**src/logic/flash_cmd_map.svh**
```systemverilog
// Offsets, field positions, reset values and limits of the flash command block
`ifndef FLASH_CMD_MAP_SVH
`define FLASH_CMD_MAP_SVH
// Register byte offsets
`define OFS_STATUS      8'h00
`define OFS_INDEX       8'h04
`define OFS_PARAM       8'h08
`define OFS_SECURITY    8'h0c
`define OFS_PROTECT     8'h10
`define OFS_MODE        8'h14
// Status field positions
`define BIT_COMMAND_COMPLETE_FLAG        7
`define BIT_ACCESS_ERROR_FLAG      5
`define BIT_PROTECTION_VIOLATION_FLAG      4
`define BIT_VERR        1
`define BIT_UNCORR      0
// Security field positions
`define BIT_SECURED     8
// Command codes
`define CMD_ERASE_BLOCK  8'h09
`define CMD_ERASE_SECTOR 8'h0a
`define CMD_UNSECURE     8'h0b
`define CMD_BACKDOOR     8'h0c
// Expected parameter index per command
`define IDX_ERASE       3'h1
`define IDX_UNSECURE    3'h0
`define IDX_BACKDOOR    3'h4
`define KEY_ENABLE_FIELD_ENABLED   2'h2
// Memory layout
`define PF_BASE         24'hfe0000
`define PF_SIZE         24'h020000
`define EE_BASE         24'h100000
`define EE_SIZE         24'h001000
`define KEY_BASE        24'hfffe00
`define SECTOR_SIZE     24'h000200
`define REGION_SHIFT    14
// Reset values
`define RST_KEY_ENABLE_FIELD       2'h0
`define RST_PROTECT     9'h000
`define RST_MODE        4'hf
`endif

```
**src/logic/flash_cmd_pkg.sv**
```systemverilog
// Types shared by the flash command block and its environment
`default_nettype none
package flash_cmd_pkg;
  // Sequencer states, Gray along idle-check-erase-done
  typedef enum logic [2:0] {
    ST_IDLE   = 3'h0,
    ST_CHECK  = 3'h1,
    ST_ERASE  = 3'h3,
    ST_DONE   = 3'h2,
    ST_KEYRD  = 3'h7,
    ST_KEYCMP = 3'h5
  } state_type;
  // Operations asked of the flash array
  typedef enum logic [1:0] {
    OP_NONE   = 2'h0,
    OP_BLOCK  = 2'h1,
    OP_SECTOR = 2'h2,
    OP_ALL    = 2'h3
  } flash_op_type;
  // Erase request toward the array
  typedef struct packed {
    logic         start;
    flash_op_type op;
    logic [23:0]  addr;
  } flash_req_type;
  // Erase and verify result from the array
  typedef struct packed {
    logic done;
    logic verify_err;
    logic uncorr;
  } flash_rsp_type;
endpackage
`default_nettype wire

```
**src/logic/flash_cmd.sv**
```systemverilog
// Flash erase and security command sequencer with AHB-Lite registers
// Function
// - Block erase: code 09, address in words 0-1
// - Block erase erases, verifies, then completes
// - Block erase index/alignment errors raise access error
// - Protected block region raises protection violation
// - Verify errors set verify status bits
// - Sector erase code 0A, any 8-byte aligned address inside
// - Sector erase index/alignment errors raise access error
// - Protected sector raises protection violation
// - Sector erase erases, verifies, then completes
// - Unsecure code 0B, index must be 000
// - Unsecure erases all, verifies, releases security
// - Unsecure verify failure keeps security
// - Any protection fails unsecure with violation
// - Backdoor code 0C, four keys, index 100
// - Key enable must be 10 first
// - Keys compared in order from key base
// - Mismatch locks backdoor until reset
// - Backdoor completes, never sets violation/verify bits
// - Command not permitted in mode: access error
// - Invalid erase address raises access error
//
// The AHB-Lite register port and the placing of the registers were left to the implementer.
`include "flash_cmd_map.svh"
`default_nettype none
module flash_cmd #(
  parameter logic [23:0] PF_BASE  = `PF_BASE,
  parameter logic [23:0] PF_SIZE  = `PF_SIZE,
  parameter logic [23:0] EE_BASE  = `EE_BASE,
  parameter logic [23:0] EE_SIZE  = `EE_SIZE,
  parameter logic [23:0] SEC_SIZE = `SECTOR_SIZE
) (
  input  wire logic                   CORE_CLK,
  input  wire logic                   RST,
  input  wire logic                   HSEL,
  input  wire logic [31:0]            HADDR,
  input  wire logic [1:0]             HTRANS,
  input  wire logic                   HWRITE,
  input  wire logic [2:0]             HSIZE,
  input  wire logic [31:0]            HWDATA,
  input  wire logic                   HREADY,
  output logic [31:0]                 HRDATA,
  output logic                        HREADYOUT,
  output logic                        HRESP,
  output flash_cmd_pkg::flash_req_type FLASH_REQ,
  input  wire flash_cmd_pkg::flash_rsp_type FLASH_RSP,
  output logic [23:0]                 KEY_ADDR,
  input  wire logic [15:0]            KEY_DATA
);
  import flash_cmd_pkg::*;
  // Overview of the block
  // The host loads index and parameter words, then writes one to the
  // complete flag to launch; the sequencer checks the launch, drives the
  // array or walks the stored key, and raises completion at the end.
  // Only one command is in flight; the bus stays readable throughout,
  // but every register write is dropped until completion returns.

  // Bus data phase bookkeeping
  logic        wr_q;        // Write data phase pending
  logic        rd_q;        // Read wait cycle pending
  logic [7:0]  addr_q;      // Latched register offset
  logic [31:0] rdata_q;     // Registered read data
  // Software visible state
  logic        command_complete_flag_q;      // Command complete flag
  logic        access_error_flag_q;    // Access error flag
  logic        protection_violation_flag_q;    // Protection violation flag
  logic        verr_q;      // Verify error bit
  logic        uncorr_q;    // Uncorrectable verify bit
  logic [2:0]  index_q;     // Parameter index
  logic [15:0] words_q [6]; // Command parameter words
  logic [1:0]  key_enable_field_q;     // Key enable field
  logic        secured_q;   // Security state
  logic [8:0]  prot_q;      // Region protection map
  logic [3:0]  mode_q;      // Per-command permission
  logic        key_fail_q;  // Backdoor locked until reset
  // Sequencer
  state_type     state_q;
  flash_req_type req_q;
  logic [1:0]    key_idx_q;
  logic [23:0]   key_addr_q;

  // Command fields are decoded straight from the parameter words.
  // They only matter in the check state; the words cannot change then,
  // because writes are locked while the command runs, so no copy is
  // taken at launch. That saves a 24-bit register per command.
  // Decoded command fields
  logic [7:0]  cmd;
  logic [23:0] gaddr;
  logic        in_pf;
  logic        in_ee;
  logic [23:0] pf_off;
  logic [2:0]  region;
  logic        acc_err;
  logic        prot_err;
  logic        launch;
  logic        bus_act;

  assign cmd    = words_q[0][15:8];
  assign gaddr  = {words_q[0][7:0], words_q[1]};
  assign in_pf  = (gaddr >= PF_BASE) && ((gaddr - PF_BASE) < PF_SIZE);
  assign in_ee  = (gaddr >= EE_BASE) && ((gaddr - EE_BASE) < EE_SIZE);
  assign pf_off = gaddr - PF_BASE;
  assign region = pf_off[`REGION_SHIFT+2:`REGION_SHIFT];

  // Access errors win over protection: only one flag per launch.
  // Protection is irrelevant to the backdoor command, which never
  // reports a violation; its prot_err stays low.
  // Region size is a power of two, so the region number is a slice
  // of the offset into program flash and needs no divider.
  // Launch-time checks per command
  always_comb begin
    acc_err  = 1'b0;
    prot_err = 1'b0;
    case (cmd)
      `CMD_ERASE_BLOCK: begin
        acc_err = (index_q != `IDX_ERASE) || !mode_q[0]
                || !(in_pf || in_ee)
                || (in_pf && (gaddr[2:0] != 3'h0))
                || (in_ee && gaddr[0]);
        prot_err = in_pf ? (|prot_q[7:0]) : prot_q[8];
      end
      `CMD_ERASE_SECTOR: begin
        acc_err = (index_q != `IDX_ERASE) || !mode_q[1]
                || !in_pf
                || (gaddr[2:0] != 3'h0);
        prot_err = prot_q[region];
      end
      `CMD_UNSECURE: begin
        acc_err  = (index_q != `IDX_UNSECURE) || !mode_q[2];
        prot_err = |prot_q;
      end
      `CMD_BACKDOOR: begin
        // Enable and lock are tested before any key is read
        acc_err = (index_q != `IDX_BACKDOOR) || !mode_q[3]
                || (key_enable_field_q != `KEY_ENABLE_FIELD_ENABLED)
                || key_fail_q;
      end
      default: begin
        // Codes outside this block are refused
        acc_err = 1'b1;
      end
    endcase
  end

  // A launch is a status write with the complete bit set while idle.
  // Writing the bit while a command runs does nothing; the host polls
  // the status word instead.
  // Error flags are not required clear for a launch.
  // Bus transfer accepted whenever selected, ready and active, command running or not
  assign bus_act = HSEL && HREADY && HTRANS[1];
  assign launch  = wr_q && (addr_q == `OFS_STATUS) && command_complete_flag_q && HWDATA[`BIT_COMMAND_COMPLETE_FLAG];

  // The address phase is held in flops so the data phase can find
  // the register one cycle later. Only the low byte is decoded, so
  // the register window aliases across the rest of the slave's range.
  // Width and burst fields are ignored: single word transfers only.
  // AHB address phase capture
  always_ff @(posedge CORE_CLK) begin
    if (RST) begin
      wr_q   <= 1'b0;
      rd_q   <= 1'b0;
      addr_q <= 8'h00;
    end else begin
      wr_q <= bus_act && HWRITE;
      rd_q <= bus_act && !HWRITE;
      if (bus_act) begin
        addr_q <= HADDR[7:0];
      end
    end
  end

  // Reads cost one wait state; in exchange read data leaves a flop
  // and needs no multiplexer in the data-phase path.
  // Read data, one wait cycle so it comes from a flop
  always_ff @(posedge CORE_CLK) begin
    if (RST) begin
      rdata_q <= 32'h0;
    end else if (bus_act && !HWRITE) begin
      if (HADDR[7:0] == `OFS_STATUS) begin
        rdata_q <= {24'h0, command_complete_flag_q, 1'b0, access_error_flag_q, protection_violation_flag_q, 2'h0, verr_q, uncorr_q};
      end else if (HADDR[7:0] == `OFS_INDEX) begin
        rdata_q <= {29'h0, index_q};
      end else if (HADDR[7:0] == `OFS_PARAM) begin
        rdata_q <= (index_q < 3'h6) ? {16'h0, words_q[index_q]} : 32'h0;
      end else if (HADDR[7:0] == `OFS_SECURITY) begin
        rdata_q <= {23'h0, secured_q, 6'h0, key_enable_field_q};
      end else if (HADDR[7:0] == `OFS_PROTECT) begin
        rdata_q <= {23'h0, prot_q};
      end else if (HADDR[7:0] == `OFS_MODE) begin
        rdata_q <= {28'h0, mode_q};
      end else begin
        // Unmapped reads return zero
        rdata_q <= 32'h0;
      end
    end
  end

  assign HRDATA    = rdata_q;
  assign HREADYOUT = !rd_q;
  assign HRESP     = 1'b0;

  // Writes land at the end of the data phase. Any write while a
  // command runs is dropped without an error response, so a
  // misbehaving host only loses its data and cannot upset the array.
  // Parameter words beyond the sixth are not stored.
  // Configuration writes, locked out while a command runs
  always_ff @(posedge CORE_CLK) begin
    if (RST) begin
      index_q <= 3'h0;
      key_enable_field_q <= `RST_KEY_ENABLE_FIELD;
      prot_q  <= `RST_PROTECT;
      mode_q  <= `RST_MODE;
      for (int i = 0; i < 6; i++) begin
        words_q[i] <= 16'h0;
      end
    end else if (wr_q && command_complete_flag_q) begin
      if (addr_q == `OFS_INDEX) begin
        index_q <= HWDATA[2:0];
      end else if (addr_q == `OFS_PARAM) begin
        if (index_q < 3'h6) begin
          words_q[index_q] <= HWDATA[15:0];
        end
      end else if (addr_q == `OFS_SECURITY) begin
        key_enable_field_q <= HWDATA[1:0];
      end else if (addr_q == `OFS_PROTECT) begin
        prot_q <= HWDATA[8:0];
      end else if (addr_q == `OFS_MODE) begin
        mode_q <= HWDATA[3:0];
      end
    end
  end

  // Path: idle, check, then erase or key walk (straight to done if the check fails), then done, then idle.
  // The done state lasts one cycle so completion always rises one
  // edge after the last step, whichever branch was taken.
  // Key words are read two bytes apart; one read cycle is spent per
  // key because stored data stands only one cycle after the address.
  // Command sequencer
  always_ff @(posedge CORE_CLK) begin
    if (RST) begin
      state_q    <= ST_IDLE;
      req_q      <= '0;
      key_idx_q  <= 2'h0;
      key_addr_q <= `KEY_BASE;
    end else begin
      req_q.start <= 1'b0;
      case (state_q)
        ST_IDLE: begin
          if (launch) begin
            state_q <= ST_CHECK;
          end
        end
        ST_CHECK: begin
          if (acc_err || (prot_err && (cmd != `CMD_BACKDOOR))) begin
            state_q <= ST_DONE;
          end else if (cmd == `CMD_BACKDOOR) begin
            key_idx_q  <= 2'h0;
            key_addr_q <= `KEY_BASE;
            state_q    <= ST_KEYRD;
          end else begin
            req_q.start <= 1'b1;
            state_q     <= ST_ERASE;
            if (cmd == `CMD_ERASE_BLOCK) begin
              req_q.op   <= OP_BLOCK;
              req_q.addr <= gaddr;
            end else if (cmd == `CMD_ERASE_SECTOR) begin
              // Round down to the sector holding the address
              req_q.op   <= OP_SECTOR;
              req_q.addr <= gaddr & ~(SEC_SIZE - 24'h1);
            end else begin
              req_q.op   <= OP_ALL;
              req_q.addr <= 24'h0;
            end
          end
        end
        ST_ERASE: begin
          // Completion waits for erase and verify both
          if (FLASH_RSP.done) begin
            state_q <= ST_DONE;
          end
        end
        ST_KEYRD: begin
          // Array data stands one cycle after the address
          state_q <= ST_KEYCMP;
        end
        ST_KEYCMP: begin
          if (KEY_DATA != words_q[3'(key_idx_q) + 3'h1]) begin
            state_q <= ST_DONE;
          end else if (key_idx_q == 2'h3) begin
            state_q <= ST_DONE;
          end else begin
            key_idx_q  <= key_idx_q + 2'h1;
            key_addr_q <= key_addr_q + 24'h2;
            state_q    <= ST_KEYRD;
          end
        end
        ST_DONE: begin
          state_q <= ST_IDLE;
        end
        default: begin
          state_q <= ST_IDLE;
        end
      endcase
    end
  end

  assign FLASH_REQ = req_q;
  assign KEY_ADDR  = key_addr_q;

  // Launch clears the complete flag and the verify bits; error flags persist until the
  // host clears them by writing ones. Verify bits are loaded together
  // with the array's done pulse, so they never show a stale mix.
  // A clear can only come while idle, so it never meets a set here.
  // Status flags: clears first, so a hardware set in the same cycle wins
  always_ff @(posedge CORE_CLK) begin
    if (RST) begin
      command_complete_flag_q   <= 1'b1;
      access_error_flag_q <= 1'b0;
      protection_violation_flag_q <= 1'b0;
      verr_q   <= 1'b0;
      uncorr_q <= 1'b0;
    end else begin
      if (wr_q && command_complete_flag_q && (addr_q == `OFS_STATUS)) begin
        if (HWDATA[`BIT_ACCESS_ERROR_FLAG]) begin
          access_error_flag_q <= 1'b0;
        end
        if (HWDATA[`BIT_PROTECTION_VIOLATION_FLAG]) begin
          protection_violation_flag_q <= 1'b0;
        end
      end
      if (launch) begin
        command_complete_flag_q   <= 1'b0;
        verr_q   <= 1'b0;
        uncorr_q <= 1'b0;
      end
      if (state_q == ST_CHECK) begin
        if (acc_err) begin
          access_error_flag_q <= 1'b1;
        end else if (prot_err && (cmd != `CMD_BACKDOOR)) begin
          protection_violation_flag_q <= 1'b1;
        end
      end
      if ((state_q == ST_ERASE) && FLASH_RSP.done) begin
        verr_q   <= FLASH_RSP.verify_err;
        uncorr_q <= FLASH_RSP.uncorr;
      end
      if ((state_q == ST_KEYCMP) && (KEY_DATA != words_q[3'(key_idx_q) + 3'h1])) begin
        access_error_flag_q <= 1'b1;
      end
      if (state_q == ST_DONE) begin
        command_complete_flag_q <= 1'b1;
      end
    end
  end

  // Security is released either by a clean full erase or by a full key
  // match. A single mismatched key locks the backdoor until reset,
  // which stops a host from guessing the key one word at a time.
  // An uncorrectable report alone does not keep the part secured.
  // Security state and backdoor lock
  always_ff @(posedge CORE_CLK) begin
    if (RST) begin
      secured_q  <= 1'b1;
      key_fail_q <= 1'b0;
    end else begin
      if ((state_q == ST_ERASE) && FLASH_RSP.done && (req_q.op == OP_ALL)
          && !FLASH_RSP.verify_err) begin
        secured_q <= 1'b0;
      end
      if (state_q == ST_KEYCMP) begin
        if (KEY_DATA != words_q[3'(key_idx_q) + 3'h1]) begin
          key_fail_q <= 1'b1;
        end else if (key_idx_q == 2'h3) begin
          secured_q <= 1'b0;
        end
      end
    end
  end
endmodule // flash_cmd
`default_nettype wire

```
**config.mk**
```make
export PLATFORM = sky130hd
export DESIGN_NAME = flash_cmd
export DESIGN_NICKNAME = d
export VERILOG_FILES = /design/src/logic/flash_cmd_pkg.sv /design/src/logic/flash_cmd.sv
export VERILOG_INCLUDE_DIRS = /design/src /design/src/logic
export SDC_FILE = /design/constraint.sdc
export NUM_CORES = 1
export LEC_CHECK = 0
export BUFFER_PORTS_ARGS = -buffer_cell sky130_fd_sc_hd__buf_2
export CORE_ASPECT_RATIO = 0.75
export CORE_UTILIZATION = 60
export CTS_CLUSTER_DIAMETER = 100
export DETAILED_ROUTE_END_ITERATION = 8
export PLACE_DENSITY = 0.79
export SYNTH_ARGS = -nofsm -noshare
export SYNTH_HDL_FRONTEND = slang
export SYNTH_SLANG_ARGS = --single-unit
```
**constraint.sdc**
```tcl
create_clock -name CORE_CLK -period 9.9 [get_ports CORE_CLK]
set_clock_uncertainty 0.2 [all_clocks]
set_input_delay 0.99 -clock CORE_CLK [delete_from_list [all_inputs] [get_ports CORE_CLK]]
set_output_delay 0.99 -clock CORE_CLK [all_outputs]
set_load 0.02 [all_outputs]
```
==> results of run 1 <==
==> power groups by stage <==
| stage | Clock [mW] | Sequential, mW | Combinational [mW] |
|---|---|---|---|
| global route | 0.917 | 1.07 | 0.105 |
| CTS | 0.876 | 1.07 | 0.0963 |
| detailed placement | 0 | 1.09 | 0.0953 |
| floorplan | 0 | 1.08 | 0.0666 |
| finish | 0.872 | 1.07 | 0.0980 |
| global placement | 0 | 1.09 | 0.0937 |
==> worst paths after layout <==
path                                    from  slack (ns)  cells past startpoint           end
worst max-delay path            key_idx_q[1]        5.61                      8   KEY_ADDR[3]
worst min register to register  FLASH_REQ[2]        0.25                      2  FLASH_REQ[2]
worst min-delay path            FLASH_REQ[2]        0.25                      2  FLASH_REQ[2]
worst max register to register  key_idx_q[1]        5.61                      8   KEY_ADDR[3]
==> cells in the final DEF (no fill, tap or decap), drive strengths merged, types with 50 or more instances in the layout <==
cell / n
and3: 57
and2: 65
dfxtp: 109
mux2i: 64
nor2: 74
mux4: 50
nand2: 72
conb: 50
edfxtp: 128
buf: 129
==> per-layer routing <==
metal / share of wire, % / GRT usage (%) / vias up
met5: 0 / 0 / -
met3: 9.4 / 5.89 / 62
met2: 46 / 45.3 / 465
met1: 42 / 43.1 / 4510
li1: - / - / 4111
met4: 3.0 / 9.12 / 0
==> cell families after synthesis <==
family / Yosys count / synth area share [%]
and+or+nand+nor: 398 / 18.2
DFF: 237 / 50.4
AOI/OAI and AO/OA: 153 / 8.77
muxes: 139 / 17.1
buffers and inverters: 108 / 4.41
xor gates and xnor gates: 9 / 0.659
adders and majority gates: 4 / 0.418
other: 1 / 0.0313
==> critical path: stages (launching register included) <==
cell	delay (ns)
dfxtp_1	0.33
ha_1	0.94
nand2_1	0.46
o22ai_1	0.33
or3_1	0.15
nand4_1	0.14
or4_1	0.72
nor2_1	0.68
a41o_1	0.27
==> sequential cells by signal, summed over array words and instances, names as in the netlist, 2 cells and up, named ones only <==
signal / flops
FLASH_REQ: 27
HRDATA: 16
KEY_ADDR: 23
addr_q: 8
index_q: 3
key_enable_field_q: 2
key_idx_q: 2
mode_q: 4
prot_q: 9
state_q: 3
words_q: 128
==> through the flow <==
stage	hold slack, ns	setup WS, ns	instances
detailed placement	0.243	5.61	1388
global route	0.265	5.33	1432
floorplan	0.231	6.63	1098
CTS	0.251	5.58	1432
finish	0.251	5.61	1432
global placement	0.239	5.69	1388
==> final cells by class <==
class / count / area [sq um] / area share [%]
Sequential cell: 237 / 6030 / 44.8
Multi-Input combinational cell: 753 / 5610 / 41.7
Timing Repair Buffer: 129 / 681 / 5.06
Clock buffer: 34 / 669 / 4.98
Tap cell: 253 / 317 / 2.36
Clock inverter: 10 / 78.8 / 0.586
Inverter: 16 / 60.1 / 0.447
==> out/metrics.yaml, run 1 <==
placed_area_sq_mm: 0.0127
grt_max_degree: 70
period_share_pct: 43.3
grt_usage_pct: 29.8
clock.fmax_mhz: 233
synth_seq_cells: 237
path_max_fanout: 24
yosysMostFrequentCell: "edfxtp_1"
dieArea_sq_mm: 0.0205
yosysTopAreaCellShare_pct: 32.1
total_power_mw: 2.04
path_class: "reg2reg"
wl_mm: 30.5
clockPowerShare_pct: 42.7
fin_area_sq_mm: 0.0134
timing.final.hold_violations: 0
switching_share_pct: 22.2
cts-root-buf: "clkbuf_16"
hpwl_mm: 20.4
insertion_delay_ns: 0.52
cts_buffer_depth: 3
share_comb_of_total_power_pct: 4.8
syn_inst: 1049
diodes: 0
finalSetupViolations: 0
power_switching_mw: 0.454
yosys.area.top_type: "edfxtp_1"
overflow: 0
die-height_um: 124
cts.htree.levels: 1
ant_nets: 0
viasPerCell: 6.39
start_util_pct: 61.6
wl_per_cell_um: 21.3
cts_num_sinks: 237
p_seq_share_pct: 52.5
p_leak_nw: 5.35
synth_area_sq_mm: 0.0120
vias: 9148
cts_tree: "done"
ctsResizeCount: 0
power_density_mw_per_mm2: 152
synthFlopType: "edfxtp_1"
worstMarginPinSlew_ns: 1.18
hold_class: "reg2reg"
rsz0062_at_grt: "no"
synth_cell_type_count: 67
cts_hold_buffers: 0
cts_buffers: 24
fill_cells: 1437
nets: 1258
synth_commonest_cells: "edfxtp_1, dfxtp_1, nor2_1, nand2_1, and2_1"
cp-end-kind: "flop"
synth-edff-count: 128
ios: 178
max_slew_margin_pct: 21.2
finalCriticalPeriod_ns: 4.29
antenna_found_initial: 0
ir_worst_vdd_mv: 0.140
synth_area_leaders: "edfxtp_1, dfxtp_1, mux4_2"
synthToLayoutAreaGrowth_pct: 12.3
first_iter_violations: 898
clkTransAtPathRegs_ns: 0.06
yosysWarnings: 0
row_count: 44
yosysSeqAreaShare_pct: 50.4
dr.pass1.iters: 8
core_sq_mm: 0.0194
drc: 0
die_w_um: 165
grt_pass1_wl_mm: 46.8
required_ns: 10.15
startpoint_type: "flop"
utilization_pct: 69.2
gp_congestion: 0.913
internal-power_mw: 1.59
status: "finished clean"
cts_setup_buffers: 0
grt_pass1_vias: 8417
drv_cap: 0
portBuffers: 115
async_reset_ff_share_pct: 0
final_max_slew_viol_count: 0
critPathArrivalTime_ns: 4.54
fin_setup_tns_ns: 0
layout-drive-gt1-share_pct: 21.6
synth.avg_cell_area_sq_um: 11.4
Note: power is estimated with default switching activity, not from simulation.
==> run 2, diff against run 1 <==
--- a/config.mk
+++ b/config.mk
@@ -8,10 +8,10 @@
 export LEC_CHECK = 0
 export BUFFER_PORTS_ARGS = -buffer_cell sky130_fd_sc_hd__buf_2
 export CORE_ASPECT_RATIO = 0.75
-export CORE_UTILIZATION = 60
+export CORE_UTILIZATION = 58
 export CTS_CLUSTER_DIAMETER = 100
 export DETAILED_ROUTE_END_ITERATION = 8
-export PLACE_DENSITY = 0.79
+export PLACE_DENSITY = 0.77
 export SYNTH_ARGS = -nofsm -noshare
 export SYNTH_HDL_FRONTEND = slang
 export SYNTH_SLANG_ARGS = --single-unit
==> constraint.sdc (replaced) <==
create_clock -name CORE_CLK -period 4.4 [get_ports CORE_CLK]
set_clock_uncertainty 0.2 [all_clocks]
set_input_delay 0.44 -clock CORE_CLK [delete_from_list [all_inputs] [get_ports CORE_CLK]]
set_output_delay 0.44 -clock CORE_CLK [all_outputs]
set_load 0.02 [all_outputs]
==> run 2 against run 1 <==
Sequential power increased by 130%. First-iteration DRC count increased by 13%. Highest routed layer unchanged. Routed wire length increased by 2.7%. Register-to-register slack got worse by 5.3 ns. Total power increased by 130%. Non-clock buffer count increased by 19. Sequential cell count unchanged. Worst hold slack got worse by 0.20 ns. Die area increased by 3.4%. Utilization decreased by 1.5 points. Cell area increased by 1.8%.
==> out/metrics.yaml, run 2 (same netlist as run 1, synthesis figures left out) <==
status: "finished clean"  # unchanged
antenna_found_initial: 0  # unchanged
r2r_setup_slack_ns: 0.34  # was 5.61 ns
multi_input_area_sq_mm: 0.00561  # unchanged
ctsResizeCount: 0  # unchanged
nets: 1277  # was 1258
path_class: "reg2reg"  # unchanged
grt_usage_pct: 29.8  # about the same
period_share_pct: 92.2  # was 43.3%
setup_slack_ns: 0.342  # was 5.61 ns
dr.pass1.iters: 7  # was 8
path_max_fanout: 22  # was 24
min_from: "HADDR[3]"  # was FLASH_REQ[2]
grt_pass1_vias: 8518  # was 8417
detailedPlace.worstSlack_ns: 0.419  # was 5.61 ns
synthToLayoutAreaGrowth_pct: 14.3  # was 12.3%
regArea_sq_mm: 0.00603  # unchanged
fill_cells: 1492  # was 1437
whs_ns: 0.0519  # was 0.251 ns
use_met3_pct: 5.02  # was 5.89%
overflow: 0  # unchanged
min_to: "addr_q[3]"  # was FLASH_REQ[2]
die_w_um: 168  # was 165 um
finalSetupViolations: 0  # unchanged
final_max_slew_viol_count: 0  # unchanged
timing.final.hold_violations: 0  # unchanged
cp_top_family: "simple AND/OR/NAND/NOR gates"  # unchanged
clock.fmax_mhz: 246  # was 233 MHz
hpwl_mm: 20.9  # was 20.4 mm
row_count: 45  # was 44
final_common_cell: "edfxtp_1"  # unchanged
crit_path_max_incr_delay_ns: 0.69  # was 0.94 ns
start_util_pct: 59.2  # was 61.6%
diodes: 0  # unchanged
cts_buffers: 24  # unchanged
crit_chain: "inv_1 -> ha_1 -> nand4b_1 -> nor4_1 -> o211ai_1 -> a211o_1 -> or4b_4 -> nor4b_4 -> buf_4 -> a22o_1"  # was ha_1 -> nand2_1 -> o22ai_1 -> or3_1 -> nand4_1 -> or4_1 -> nor2_1 -> a41o_1
cts_buffer_depth: 3  # unchanged
r2r_end: "FLASH_REQ[19]"  # was KEY_ADDR[3]
mostFrequentLayoutCells: "edfxtp_1, buf_2, dfxtp_1, nor2_1, nand2_1"  # unchanged
core_sq_mm: 0.0202  # was 0.0194 sq mm
largest_register: "words_q"  # unchanged
use_met1_pct: 42.4  # was 43.1%
drc: 0  # unchanged
grt_pass1_wl_mm: 48.2  # was 46.8 mm
max_slew_margin_pct: 23.7  # was 21.2%
finalCriticalPeriod_ns: 4.06  # was 4.29 ns
wl_per_cell_um: 21.5  # was 21.3 um
dieArea_sq_mm: 0.0212  # was 0.0205 sq mm
cp-end-kind: "flop"  # unchanged
worst_path_max_delay_cell: "or4b_4"  # was ha_1
cts_hold_buffers: 8  # was 0
reg2regPathDepth: 10  # was 8
clkTransAtPathRegs_ns: 0.07  # was 0.06 ns
viasPerCell: 6.28  # was 6.39
fin_setup_tns_ns: 0  # unchanged
vias: 9147  # was 9148
ios: 178  # unchanged
layout-drive-gt1-share_pct: 22.4  # was 21.6%
cts_setup_buffers: 0  # unchanged
startpoint_type: "flop"  # unchanged
worstMarginPinSlew_ns: 1.14  # was 1.18 ns
rsz0062_at_grt: "no"  # unchanged
drv_cap: 0  # unchanged
r2r-start: "words_q[0][2]"  # was key_idx_q[1]
cts.htree.levels: 1  # unchanged
power_density_mw_per_mm2: 345  # was 152 mW/mm^2
cts-root-buf: "clkbuf_16"  # unchanged
gp_congestion: 0.855  # was 0.913
crit_buf_inv: 2  # was 0
cts_num_sinks: 237  # unchanged
grt-busiest-layer: "met2"  # unchanged
first_iter_violations: 1015  # was 898
required_ns: 4.67  # was 10.15 ns
cts_tree: "done"  # unchanged
portBuffers: 115  # unchanged
wl_mm: 31.4  # was 30.5 mm
p_leak_nw: 5.47  # was 5.35 nW
hold_class: "in2reg"  # was reg2reg
whs_path_depth: 3  # was 2
globalRouteMet2Util_pct: 46.5  # was 45.3%
utilization_pct: 67.7  # was 69.2%
critPathArrivalTime_ns: 4.32  # was 4.54 ns
largest_reg_flops: 128  # unchanged
die-height_um: 126  # was 124 um
grt_max_degree: 51  # was 70
ir_worst_vdd_mv: 0.278  # was 0.140 mV
ant_nets: 0  # unchanged
insertion_delay_ns: 0.53  # was 0.52 ns
-- run 2: cell type report --
type | count | share of cell area [%]
clock buffers | 35 | 5.37
clock inverters | 9 | 0.521
inverters | 16 | 0.439
multi-input cells | 753 | 41.0
flip-flops and latches | 237 | 44.1
well taps | 258 | 2.36
repair buffers | 148 | 6.26
-- run 2: worst reg2reg max path, stage by stage (launching register included) --
cell and delay (ns):
edfxtp_1 0.49, inv_1 0.11, ha_1 0.23, nand4b_1 0.22, nor4_1 0.45, o211ai_1 0.16
a211o_1 0.41, or4b_4 0.69, nor4b_4 0.61, buf_4 0.29, a22o_1 0.14
-- run 2: worst max path at each step --
stage | cells past startpoint | endpoint | startpoint | slack (ns)
floorplan | 11 | FLASH_REQ[15] | words_q[0][1] | 1.13
global placement | 10 | FLASH_REQ[18] | words_q[0][2] | 0.56
detailed placement | 10 | FLASH_REQ[21] | words_q[0][1] | 0.42
CTS | 10 | FLASH_REQ[19] | words_q[0][1] | 0.39
global route | 10 | FLASH_REQ[22] | words_q[0][1] | 0.19
finish | 10 | FLASH_REQ[19] | words_q[0][2] | 0.34
-- run 2: power by group --
group	internal (mW)	total [mW]	leakage, nW	switching (mW)
clock	1.22	2.09	0.400	0.869
combinational	0.0834	0.230	2.87	0.147
sequential	2.37	2.41	2.20	0.0363
total	3.67	4.72	5.47	1.05
-- run 2: per-stage QoR --
stage	total power [mW]	cells	cell area, sq um
after floorplan	2.59	1098	12100
after global placement	2.67	1404	12800
after detailed placement	2.67	1404	12800
after CTS	4.73	1456	13700
after global routing	4.84	1456	13700
final	4.72	1456	13700
-- run 2: routing by layer --
layer | vias up | wire, um
met2 | 469 | 14100
met4 | 0 | 1000
met3 | 66 | 2890
li1 | 4152 | -
met1 | 4460 | 13400
met5 | - | 0
